### src/shared/ddrtc_pkg.sv
// shared constants, command codes and state layout of the sdram timing core
package ddrtc_pkg;
  localparam logic [7:0] OFS_TIMING1 = 8'h00;
  localparam logic [7:0] OFS_TIMING2 = 8'h04;
  localparam logic [7:0] OFS_CTRL = 8'h08;
  localparam logic [7:0] OFS_MODE = 8'h0C;
  localparam logic [7:0] OFS_IVAL = 8'h10;
  localparam logic [7:0] OFS_STATUS = 8'h14;
  localparam int T1_RP_POS = 28;
  localparam int T1_RAS_POS = 24;
  localparam int T1_RCD_POS = 20;
  localparam int T1_CL_POS = 16;
  localparam int T1_RFC_POS = 12;
  localparam int T1_WR_POS = 8;
  localparam int T1_RRD_POS = 4;
  localparam int T1_WTR_POS = 0;
  localparam int T2_RSD_POS = 24;
  localparam int T2_SHIFT_POS = 19;
  localparam int T2_WSD_POS = 10;
  localparam int CF_EN_POS = 31;
  localparam int CF_SR_POS = 30;
  localparam int CF_PD_POS = 21;
  localparam int CF_NO_CONCURRENT_AUTOPRECHARGE_POS = 17;
  localparam int CF_TWO_POS = 15;
  localparam int MD_EXT_POS = 16;
  localparam int MD_BASE_POS = 0;
  localparam int IV_REF_POS = 16;
  localparam int IV_PAGE_POS = 0;
  localparam int AP_BIT = 10;
  localparam int DLL_RST_BIT = 8;
  localparam logic [31:0] REG_RESET = 32'h0000_0000;
  localparam logic [7:0] RFC_BASE_CYC = 8'h08;
  localparam logic [7:0] MRD_CYC = 8'h02;
  localparam logic [7:0] CNT_SAT = 8'hFF;
  localparam logic [5:0] HALF_SAT = 6'h3F;
  typedef enum logic [3:0] {
    PH_OFF = 4'b0000, PH_IPALL = 4'b0001, PH_IEMRS = 4'b0010,
    PH_IMRS = 4'b0011, PH_IPALL2 = 4'b0100, PH_IREF1 = 4'b0101,
    PH_IREF2 = 4'b0110, PH_IMRS2 = 4'b0111, PH_IDONE = 4'b1000,
    PH_READY = 4'b1001, PH_PDOWN = 4'b1010, PH_SREF = 4'b1011
  } ddrtc_phase_t;
  // ras, cas, we levels
  typedef enum logic [2:0] {
    CMD_MRS = 3'b000, CMD_REF = 3'b001, CMD_PRE = 3'b010,
    CMD_ACT = 3'b011, CMD_WR = 3'b100, CMD_RD = 3'b101, CMD_NOP = 3'b111
  } ddrtc_cmd_t;
  typedef struct packed {
    logic csN;
    ddrtc_cmd_t cmd;
    logic [1:0] ba;
    logic [13:0] addr;
  } ddrtc_pins_t;
  typedef struct packed {
    logic valid;
    logic write;
    logic [1:0] bank;
    logic [13:0] row;
    logic [10:0] col;
  } ddrtc_req_t;
  typedef struct packed {
    logic [31:0] tim1, tim2, ctrl, mode, ival, rdData;
    ddrtc_phase_t ph;
    ddrtc_pins_t pins;
    logic cke, hold, lastWr, refPend, ack, rdWin, rdBeat, dqsLvl;
    logic [3:0] bOpen;
    logic [3:0][13:0] bRow;
    logic [3:0][7:0] bAct;
    logic [3:0][15:0] bIdle;
    logic [7:0] sCmd, sPre, sAct, sRef, sWr, sRd;
    logic [13:0] refCnt;
    logic [5:0] rdHalf;
    logic [2:0] dqsS;
  } ddrtc_state_t;
endpackage

### src/verilog/ddrtc_core.sv
// sdram command timing, init, refresh and power control core
// Summary of operation
// - precharge to activate or refresh spacing
// - activate to precharge spacing per bank
// - activate to read or write spacing
// - read latency counted in half clocks
// - refresh to activate: eight plus field
// - write recovery before precharge
// - activate to activate spacing
// - last write data to read spacing
// - read strobe window in half steps
// - zero strobe delay means latency plus two half steps
// - address shift bit delays pins half clock
// - write strobe offset in quarter steps
// - zero write delay adds turnaround cycle
// - self refresh in sleep only when allowed
// - auto power down drops cke when idle
// - no concurrent autoprecharge blocks other accesses
// - two cycle mode holds address and control
// - init loads extended mode then mode
// - refresh issued every refresh period cycles
// - page held open, zero means autoprecharge
// - enable raises cke and runs init
// - address line ten carries autoprecharge flag
`timescale 1ns/10ps
module ddrtc_core import ddrtc_pkg::*; (
  // clock and reset
  input wire logic sys_clk,
  input wire logic rst,
  // register port
  input wire logic [7:0] regAddr,
  input wire logic [31:0] regWrData,
  input wire logic regWr,
  input wire logic regRd,
  output logic [31:0] regRdData,
  // access requests and power
  input wire ddrtc_req_t req,
  output logic reqAck,
  input wire logic sleepReq,
  // memory side
  input wire logic dqsIn,
  output ddrtc_pins_t memPins,
  output logic memCke,
  output logic addrHalfShift,
  output logic [2:0] wrStrobeDelay,
  output logic rdStrobeWin,
  output logic rdBeat
);
  ddrtc_state_t r, n;
  logic [7:0] tRp, tRas, tRcd, tRfc, tWr, tRrd, tWtr, blc, clc, wrEnd;
  logic [5:0] clHalf, rsdHalf;
  logic [15:0] pageHold;
  logic [13:0] refPer;
  logic en, srWant, pd, no_concurrent_autoprecharge, two, wsdZero, apMode, refDue;
  logic wrRecOk, preAllOk, rdOk, wrOk, actOk, idleAny, ncapBusy;
  logic [3:0] preOk, idleHit;
  logic [1:0] idleBank;
  logic issue;
  ddrtc_cmd_t ic;
  logic [1:0] iba;
  logic [13:0] iad;

  assign tRp = {5'h00, r.tim1[T1_RP_POS+:3]};
  assign tRas = {4'h0, r.tim1[T1_RAS_POS+:4]};
  assign tRcd = {5'h00, r.tim1[T1_RCD_POS+:3]};
  assign tRfc = RFC_BASE_CYC + {4'h0, r.tim1[T1_RFC_POS+:4]};
  assign tWr = {5'h00, r.tim1[T1_WR_POS+:3]};
  assign tRrd = {5'h00, r.tim1[T1_RRD_POS+:3]};
  assign tWtr = {5'h00, r.tim1[T1_WTR_POS+:3]};
  // code k means (k+1) half clocks, so code 7 is four clocks
  assign clHalf = {2'h0, r.tim1[T1_CL_POS+:3]} + 6'h01;
  assign clc = {3'h0, clHalf[5:1]} + {7'h00, clHalf[0]};
  assign rsdHalf = (r.tim2[T2_RSD_POS+:4] == 4'h0) ?
    clHalf + 6'h02 : {2'h0, r.tim2[T2_RSD_POS+:4]};
  assign wsdZero = (r.tim2[T2_WSD_POS+:3] == 3'h0);
  assign en = r.ctrl[CF_EN_POS];
  assign srWant = sleepReq && r.ctrl[CF_SR_POS];
  assign pd = r.ctrl[CF_PD_POS];
  assign no_concurrent_autoprecharge = r.ctrl[CF_NO_CONCURRENT_AUTOPRECHARGE_POS];
  assign two = r.ctrl[CF_TWO_POS];
  assign refPer = r.ival[IV_REF_POS+:14];
  assign pageHold = r.ival[IV_PAGE_POS+:16];
  assign apMode = (pageHold == 16'h0000);
  // burst of 2, 4 or 8 beats takes 1, 2 or 4 clocks
  assign blc = (r.mode[2:0] == 3'h1) ? 8'h01 :
    (r.mode[2:0] == 3'h3) ? 8'h04 : 8'h02;
  assign wrEnd = 8'h01 + blc;
  assign wrRecOk = r.sWr >= wrEnd + tWr;
  // an autoprecharge in flight blocks every access without concurrency
  assign ncapBusy = no_concurrent_autoprecharge && r.sPre < tRp;
  assign rdOk = r.bAct[req.bank] >= tRcd && r.sWr >= wrEnd + tWtr &&
    !ncapBusy && r.sWr >= wrEnd + {7'h00, wsdZero};
  assign wrOk = r.bAct[req.bank] >= tRcd && !ncapBusy &&
    r.sRd >= clc + blc + {7'h00, wsdZero};
  assign actOk = r.sPre >= tRp && r.sRef >= tRfc && r.sAct >= tRrd;
  assign refDue = en && refPer != 14'h0000 &&
    r.refCnt >= refPer - 14'h0001 && r.ph != PH_SREF;

  genvar g;
  for (g = 0; g < 4; g++) begin : gBank
    assign preOk[g] = r.bAct[g] >= tRas && wrRecOk;
    assign idleHit[g] = r.bOpen[g] && !apMode &&
      r.bIdle[g] >= pageHold;
  end
  assign preAllOk = &(preOk | ~r.bOpen);
  assign idleAny = |idleHit;

  function automatic logic [7:0] sat8(input logic [7:0] v);
    sat8 = (v == CNT_SAT) ? v : v + 8'h01;
  endfunction

  always_comb begin
    n = r;
    issue = 1'b0;
    ic = CMD_NOP;
    iba = 2'h0;
    iad = 14'h0000;
    idleBank = 2'h0;
    for (int i = 3; i >= 0; i--) begin
      if (idleHit[i]) begin
        idleBank = 2'(i);
      end
    end
    n.ack = 1'b0;
    n.rdData = 32'h0000_0000;
    if (regWr) begin
      case (regAddr)
        OFS_TIMING1: n.tim1 = regWrData;
        OFS_TIMING2: n.tim2 = regWrData;
        OFS_CTRL: n.ctrl = regWrData;
        OFS_MODE: n.mode = regWrData;
        OFS_IVAL: n.ival = regWrData;
        default: ;
      endcase
    end
    if (regRd) begin
      case (regAddr)
        OFS_TIMING1: n.rdData = r.tim1;
        OFS_TIMING2: n.rdData = r.tim2;
        OFS_CTRL: n.rdData = r.ctrl;
        OFS_MODE: n.rdData = r.mode;
        OFS_IVAL: n.rdData = r.ival;
        OFS_STATUS: n.rdData = {22'h0, r.refPend, r.cke, r.bOpen, r.ph};
        default: n.rdData = 32'h0000_0000;
      endcase
    end
    n.sCmd = sat8(r.sCmd);
    n.sPre = sat8(r.sPre);
    n.sAct = sat8(r.sAct);
    n.sRef = sat8(r.sRef);
    n.sWr = sat8(r.sWr);
    n.sRd = sat8(r.sRd);
    for (int i = 0; i < 4; i++) begin
      n.bAct[i] = sat8(r.bAct[i]);
      if (r.bIdle[i] != 16'hFFFF) begin
        n.bIdle[i] = r.bIdle[i] + 16'h0001;
      end
    end
    n.refCnt = (refDue || !en) ? 14'h0000 : r.refCnt + 14'h0001;
    // first stage feeds only the second; a level counts once 2 and 3 agree
    n.dqsS = {r.dqsS[1:0], dqsIn};
    if (r.dqsS[1] == r.dqsS[2]) begin
      n.dqsLvl = r.dqsS[2];
    end
    n.rdBeat = r.rdWin && (n.dqsLvl != r.dqsLvl);
    if (r.rdHalf <= HALF_SAT - 6'h02) begin
      n.rdHalf = r.rdHalf + 6'h02;
    end
    // in two cycle mode the command lingers with chip select off
    n.hold = 1'b0;
    if (!r.hold) begin
      n.pins = '{csN: 1'b1, cmd: CMD_NOP, ba: 2'h0, addr: 14'h0000};
    end else begin
      n.pins.csN = 1'b1;
    end
    if (!en && r.ph != PH_OFF) begin
      n.ph = PH_OFF;
      n.cke = 1'b0;
      n.bOpen = 4'h0;
    end else if (!r.hold) begin
      unique case (r.ph)
        PH_OFF: begin
          if (en) begin
            n.cke = 1'b1;
            n.sCmd = 8'h01;
            n.ph = PH_IPALL;
          end
        end
        PH_IPALL, PH_IPALL2: begin
          if (r.sCmd >= MRD_CYC) begin
            issue = 1'b1;
            ic = CMD_PRE;
            iad[AP_BIT] = 1'b1;
            n.ph = (r.ph == PH_IPALL) ? PH_IEMRS : PH_IREF1;
          end
        end
        PH_IEMRS: begin
          if (r.sPre >= tRp) begin
            issue = 1'b1;
            ic = CMD_MRS;
            iba = r.mode[MD_EXT_POS+12+:2];
            iad = {2'h0, r.mode[MD_EXT_POS+:12]};
            n.ph = PH_IMRS;
          end
        end
        PH_IMRS, PH_IMRS2: begin
          if (r.sCmd >= MRD_CYC && r.sRef >= tRfc) begin
            issue = 1'b1;
            ic = CMD_MRS;
            iba = r.mode[MD_BASE_POS+12+:2];
            iad = {2'h0, r.mode[MD_BASE_POS+:12]};
            iad[DLL_RST_BIT] = (r.ph == PH_IMRS);
            n.ph = (r.ph == PH_IMRS) ? PH_IPALL2 : PH_IDONE;
          end
        end
        PH_IREF1, PH_IREF2: begin
          if (r.sPre >= tRp && r.sRef >= tRfc) begin
            issue = 1'b1;
            ic = CMD_REF;
            n.ph = (r.ph == PH_IREF1) ? PH_IREF2 : PH_IMRS2;
          end
        end
        PH_IDONE: begin
          if (r.sCmd >= MRD_CYC) begin
            n.ph = PH_READY;
          end
        end
        PH_READY: begin
          if (r.refPend || srWant) begin
            if (|r.bOpen) begin
              if (preAllOk) begin
                issue = 1'b1;
                ic = CMD_PRE;
                iad[AP_BIT] = 1'b1;
              end
            end else if (r.sPre >= tRp && r.sRef >= tRfc) begin
              issue = 1'b1;
              ic = CMD_REF;
              if (!r.refPend) begin
                n.cke = 1'b0;
                n.ph = PH_SREF;
              end
            end
          end else if (idleAny) begin
            if (preOk[idleBank]) begin
              issue = 1'b1;
              ic = CMD_PRE;
              iba = idleBank;
            end
          end else if (req.valid && !r.ack) begin
            iba = req.bank;
            if (!r.bOpen[req.bank]) begin
              if (actOk) begin
                issue = 1'b1;
                ic = CMD_ACT;
                iad = req.row;
              end
            end else if (r.bRow[req.bank] != req.row) begin
              if (preOk[req.bank]) begin
                issue = 1'b1;
                ic = CMD_PRE;
              end
            end else if (req.write ? wrOk : rdOk) begin
              issue = 1'b1;
              ic = req.write ? CMD_WR : CMD_RD;
              // column skips line ten, which carries the close flag
              iad = {2'h0, req.col[10], apMode, req.col[9:0]};
            end
          end else if (pd && r.sRd > clc + blc && r.sWr > wrEnd) begin
            n.cke = 1'b0;
            n.ph = PH_PDOWN;
          end
        end
        PH_PDOWN: begin
          if (req.valid || r.refPend || !pd) begin
            n.cke = 1'b1;
            n.ph = PH_READY;
          end
        end
        PH_SREF: begin
          if (!srWant) begin
            n.cke = 1'b1;
            n.sRef = 8'h01;
            n.ph = PH_READY;
          end
        end
        default: begin
          n.ph = PH_OFF;
          n.cke = 1'b0;
        end
      endcase
    end
    if (issue) begin
      n.pins = '{csN: 1'b0, cmd: ic, ba: iba, addr: iad};
      n.hold = two;
      n.sCmd = 8'h01;
      unique case (ic)
        CMD_ACT: begin
          n.sAct = 8'h01;
          n.bAct[iba] = 8'h01;
          n.bOpen[iba] = 1'b1;
          n.bRow[iba] = iad;
          n.bIdle[iba] = 16'h0000;
        end
        CMD_PRE: begin
          n.sPre = 8'h01;
          if (iad[AP_BIT]) begin
            n.bOpen = 4'h0;
          end else begin
            n.bOpen[iba] = 1'b0;
          end
        end
        CMD_REF: begin
          n.sRef = 8'h01;
          n.refPend = 1'b0;
        end
        CMD_RD, CMD_WR: begin
          n.ack = 1'b1;
          n.bIdle[iba] = 16'h0000;
          n.lastWr = (ic == CMD_WR);
          if (ic == CMD_WR) begin
            n.sWr = 8'h01;
          end else begin
            n.sRd = 8'h01;
            n.rdHalf = 6'h02;
          end
          if (iad[AP_BIT]) begin
            n.bOpen[iba] = 1'b0;
            n.sPre = 8'h01;
          end
        end
        default: ;
      endcase
    end
    // a refresh falling due as one is issued stays pending
    if (refDue) begin
      n.refPend = 1'b1;
    end
    n.rdWin = n.rdHalf >= rsdHalf &&
      n.rdHalf < rsdHalf + {blc[4:0], 1'b0};
  end

  always_ff @(posedge sys_clk or posedge rst) begin
    if (rst) begin
      r <= '{ph: PH_OFF,
        pins: '{csN: 1'b1, cmd: CMD_NOP, ba: 2'h0, addr: 14'h0000},
        bAct: {4{CNT_SAT}}, sCmd: CNT_SAT, sPre: CNT_SAT, sAct: CNT_SAT,
        sRef: CNT_SAT, sWr: CNT_SAT, sRd: CNT_SAT, rdHalf: HALF_SAT,
        default: '0};
    end else begin
      r <= n;
    end
  end

  assign regRdData = r.rdData;
  assign reqAck = r.ack;
  assign memPins = r.pins;
  assign memCke = r.cke;
  assign addrHalfShift = r.tim2[T2_SHIFT_POS];
  assign wrStrobeDelay = r.tim2[T2_WSD_POS+:3];
  assign rdStrobeWin = r.rdWin;
  assign rdBeat = r.rdBeat;

  wire nAct = issue && ic == CMD_ACT;
  wire nPre = issue && ic == CMD_PRE;
  wire nRw = issue && (ic == CMD_RD || ic == CMD_WR);
endmodule

### config.mk
export PLATFORM = sky130hd
export DESIGN_NAME = ddrtc_core
export DESIGN_NICKNAME = d
export VERILOG_FILES = /design/src/shared/ddrtc_pkg.sv /design/src/verilog/ddrtc_core.sv
export SDC_FILE = /design/constraint.sdc
export NUM_CORES = 1
export LEC_CHECK = 0
export BUFFER_PORTS_ARGS = -buffer_cell sky130_fd_sc_hd__clkbuf_2
export CAP_MARGIN = 20
export CORE_MARGIN = 5
export CORE_UTILIZATION = 25
export CTS_BUF_LIST = sky130_fd_sc_hd__clkbuf_4 sky130_fd_sc_hd__clkbuf_8
export DETAILED_ROUTE_END_ITERATION = 10
export SLEW_MARGIN = 20
export SYNTH_ARGS = -nofsm -noshare
export SYNTH_HDL_FRONTEND = slang
export SYNTH_SLANG_ARGS = --single-unit
export TNS_END_PERCENT = 10
### constraint.sdc
create_clock -name sys_clk -period 25.8 [get_ports sys_clk]
set_clock_uncertainty 0.15 [all_clocks]
set_input_delay 2.58 -clock sys_clk [delete_from_list [all_inputs] [get_ports sys_clk]]
set_output_delay 2.58 -clock sys_clk [all_outputs]
set_load 0.005 [all_outputs]
=== Word-level counts from Yosys, hierarchy flattened ===
Index checks and enable logic that the tools add are counted.

* Order comparisons: 28
* Eq/ne operators: 58
* Mux-type cells: 175
* Bitwise logic cells: 10
* Reduce and logical (&&, ||, !) cells: 69
* $add $sub $neg: 28

{| class="wikitable"
|+ Operators with widths
! operator !! number
|-
| 204-bit 2-to-1 mux || 1
|-
| 8-bit 2-to-1 mux || 25
|-
| 32-bit case mux with 6 select lines || 1
|-
| 14-bit 2-to-1 mux || 9
|-
| 16-bit 2-to-1 mux || 6
|-
| 4-bit 2-to-1 mux || 22
|-
| 88-bit 2-to-1 mux || 1
|-
| 8-bit by 1-bit adder with 8-bit output (second input constant) || 10
|-
| 8-bit == test (second input constant) || 10
|-
| 16-bit by 1-bit adder with 16-bit output (second input constant) || 4
|-
| 64-bit bitwise AND || 1
|-
| 16-bit greater-or-equal comparator || 4
|-
| 64-bit 2-to-1 mux || 1
|-
| 16-bit != test (second input constant) || 4
|-
| 64-bit inverter || 1
|-
| 3-bit 2-to-1 mux || 20
|-
| 56-bit bitwise mux || 1
|-
| 12-bit 2-to-1 mux || 4
|-
| 1-bit 2-to-1 mux || 43
|-
| 4-bit case mux with 9 select lines || 1
|-
| 16-bit demux with 2-bit select || 1
|-
| 8-bit by 4-bit greater-or-equal comparator with 1-bit output || 4
|-
| 8-bit by 5-bit greater-or-equal comparator with 1-bit output || 4
|-
| 1-bit logical AND || 32
|-
| other kinds (83) || 158
|}

* Output and inout port bits: 60
* Word-level logic and storage cells: 409
* Input port bits: 75
* Register bits after elaboration: 451

=== Depth between registers and ports, before layout ===
* Depth after elaboration: 25
* Gate-level depth with buffers: 27
* Depth with buffers taken out: 26

=== Worst setup path before layout ===
OpenSTA, ideal clock, no wires.

* Path type: input -> register
* Start: input req[25] in the netlist's numbering
* End: register r (netlist bit rdStrobeWin)
* Slack: 18.807 ns
* Path buffers: 4
* Stages: 25
* Setup time: 0.066 ns
* Arrival: 6.777 ns
* Required time: 25.584 ns
* Cells stage by stage: buf_6 -> buf_6 -> buf_2 -> mux4_2 -> inv_1 -> ha_1 -> nand2b_1 -> a21oi_1 -> o2111ai_1 -> o211ai_1 -> nor2_1 -> mux2i_1 -> nor3_1 -> o31a_4 -> nor3_1 -> buf_2 -> nand3b_1 -> ha_1 -> nor2b_1 -> o21a_1 -> o21a_1 -> o21ai_0 -> nand2b_1 -> a21oi_1 -> o31a_1

{| class="wikitable"
|+ RTL lines
! element !! line !! RTL
|-
| from (decl) || ddrtc_core.sv:37 || <nowiki>input wire ddrtc_req_t req,</nowiki>
|-
| to (signal assigned) || ddrtc_core.sv:345 || <nowiki>r <= '{ph: PH_OFF,</nowiki>
|-
| to (signal assigned) || ddrtc_core.sv:351 || <nowiki>r <= n;</nowiki>
|-
| to (decl) || ddrtc_core.sv:49 || <nowiki>ddrtc_state_t r, n;</nowiki>
|}

==> out/qor.yml <==
outcome: "complete, no violations"
syn_avg_cell_area_um2: 10.6
numPortBuffers: 134
slew_viol_final: 0
nFillCells: 10800
clkTransAtPathRegs_ns: 0.06
ctsResizeCount: 0
arrival_ns: 7.33
max_slew_margin: 0.284
grtUsageMet2: 0.198
finalCritPeriodShare: 0.269
crit-reg2reg-launch: "r[325]"
cts_tree: "built"
crit_path_start_kind: "primary input"
cts-buffers-inserted: 79
reg2reg_slack_ns: 19.01
routabilityCongestion: 0.908
synth-async-reset-ratio: 1.00
initial_core_util: 0.251
crit_path_end_kind: "flop"
crit_fanout: 27
p_per_area_mw_per_mm2: 77.7
clockBufferDepth: 3
worst_pin_slew_ns: 1.07
required_ns: 26.19
hold_end: "n[2]"
min_from: "n[1]"
hold_violations: 0
path_class: "in -> reg"
routed_via_density: 4.89
dr.pass1.iters: 6
use_met3: 0.0387
synthDistinctLibCells: 92
drt_wl_total_um: 77300
seqCellArea_mm2: 0.0114
num_io_pins: 135
cpMaxStageDelayCell: "clkbuf_2"
postPlaceCellArea_mm2: 0.0278
instances_no_fill: 4005
finalCriticalPeriod_ns: 6.94
drive_gt1_frac: 0.251
wl_per_cell_um: 19.3
synth_top_area_frac: 0.347
antenna_found_initial: 18
dieArea_mm2: 0.110
utilization: 0.287
cp_cell_sequence: "clkbuf_2 > mux4_2 > xor2_1 > nor4_2 > nand4_2 > nor4_2 > inv_2 > o31ai_4 > nand2_4 > o21ai_0 > ha_1 > nand2b_1 > a21o_1 > a21o_1 > a21oi_1 > nor2b_1 > o31a_1"
holdPathStages: 0
netlist_area_mm2: 0.0260
multi_input_area_mm2: 0.0135
rsz0062_at_grt: "no"
grt_max_degree: 151
yosysSeqAreaShare: 0.438
grt_pass1_wl_um: 117000
max_stage_delay_ns: 0.67
ir_drop_mv: 0.0404
grt_overflow_total: 0
rows: 118
max_freq_mhz: 144
cts_setup_buffers: 0
worstHoldPathType: "reg -> reg"
dpl.hpwl_um: 56100
synth_edf_count: 0
fp.dieW_um: 332
syn_inst: 2447
busiest_layer: "met2"
yosys_warnings: 0
nets: 2814
ant_nets: 0
clock_sinks: 450
hold_buffers: 0
syn_to_final_growth_pct: 14.0
setup_viol: 0
final_area_mm2: 0.0296
coreArea_mm2: 0.103
clockRootBuffer: "clkbuf_8"
fp.dieH_um: 332
synth_largest_area_cell: "dfrtp_1"
reg2reg_depth: 20
htreeDepth: 3
insertion_delay_ns: 0.68
finalSetupTns_ns: 0
drc_errors: 0
ys_ff_latch: 450
grtUsageTotal: 0.135
grtUsageMet1: 0.189
grt_pass1_vias: 18900
place_inst: 3854
dr.first_iter.drc_count: 1557
yosys-top-cells-area: "dfrtp_1 35%, dfstp_2 9.1%, ha_1 8.7%, mux2_2 7.7%, nor2_1 3.2%"
power_leakage_nw: 13.3
ys.flop_type: "dfrtp_1"
cap_violations: 0
num_vias: 19600
cell usage after synthesis (all sizes together), types with 8 or more instances:
master / instances
inv: 98
o221ai: 8
xnor2: 65
clkbuf: 50
or4: 9
a31oi: 26
nand2b: 37
a222oi: 24
mux2: 217
a22oi: 35
o21ai: 79
a211oi: 23
nand2: 127
a221oi: 13
xor2: 69
mux4: 17
a21o: 30
and2: 11
nor4: 16
o22ai: 10
o21a: 21
mux2i: 43
a21oi: 108
dfstp: 90
nand4: 40
or3: 8
nor3b: 9
o211ai: 10
nor2: 225
nor2b: 11
buf: 90
nand3: 90
ha: 180
and3: 36
nor3: 54
dfrtp: 360
or2: 30
cells by family (layout without fill, tap and decap cells):
kind of cell | after synthesis | after routing | share of synthesized area
buffers and inverters | 239 | 406 | 0.0450
AO/OA/AOI/OAI | 437 | 437 | 0.117
adder cells (fa/ha/maj) | 185 | 185 | 0.0902
multiplexers | 277 | 277 | 0.126
other | 1 | 12 | 0.000144
XOR/XNOR | 134 | 134 | 0.0452
flip-flops | 450 | 450 | 0.438
AND/OR/NAND/NOR | 724 | 724 | 0.138
per-layer routing:
metal	part of all wire	vias up	routed length, um
li1	-	9063	-
met1	0.45	9727	34900
met2	0.42	645	32700
met3	0.087	161	6690
met4	0.038	6	2970
met5	0.00092	-	71
worst max path at each step:
stage                        from          end  slack [ns]  cells after the start
final                     req[25]  rdStrobeWin       18.86                     17
after global routing      req[25]  rdStrobeWin       18.57                     17
after detailed placement  req[25]  rdStrobeWin       18.16                     17
after floorplan               rst    async pin       10.68                      1
after global placement    req[25]  rdStrobeWin       18.22                     17
after CTS                 req[25]  rdStrobeWin       18.88                     17
power breakdown:
part | total, mW | internal [mW] | leakage (nW) | switching, mW
clock | 0.730 | 0.415 | 0.918 | 0.315
combinational | 0.609 | 0.252 | 6.69 | 0.357
sequential | 0.962 | 0.831 | 5.70 | 0.131
through the flow:
step | setup slack, ns | power, mW | hold WS [ns]
after floorplan | 10.68 | 1.38 | 0.181
after global placement | 18.22 | 1.56 | 0.214
after detailed placement | 18.16 | 1.58 | 0.207
after CTS | 18.88 | 2.32 | 0.220
after global routing | 18.57 | 2.44 | 0.219
final | 18.86 | 2.30 | 0.210
final cells by class:
class                   count  share of cell area
diodes                      8            0.000676
clock buffers             123              0.0510
clock inverters            20             0.00773
inverters                  99              0.0128
multi-input cells        1761               0.455
flip-flops and latches    450               0.384
well taps                1380              0.0583
repair buffers            164              0.0307
critical path: cells and delay by family:
kind	cells	cell delay, ns
xor gates and xnor gates	1	0.16
buffers and inverters	2	0.76
and+or+nand+nor	6	1.44
muxes	1	0.61
adders and majority gates	1	0.29
AOI/OAI and AO/OA	6	1.47
cells in the final DEF, fill, tap and decap left out, types with 13 or more instances in the layout:
cell / instances
dfrtp_1: 360
nor2_1: 222
ha_1: 180
mux2_2: 177
clkbuf_2: 134
nand2_1: 125
a21oi_1: 105
inv_1: 95
clkbuf_8: 94
dfstp_2: 90
nand3_1: 89
o21ai_0: 71
xor2_1: 69
xnor2_1: 65
nor3_1: 52
mux2i_1: 43
nand4_1: 39
nand2b_1: 37
and3_1: 36
a22oi_1: 35
mux2_1: 33
a21o_1: 30
clkbuf_4: 29
buf_4: 29
or2_2: 28
a31oi_1: 26
a222oi_1: 24
a211oi_1: 22
o21a_1: 21
mux4_2: 17
nor4_1: 14
a221oi_1: 13
(Power assumes the default switching activity.)
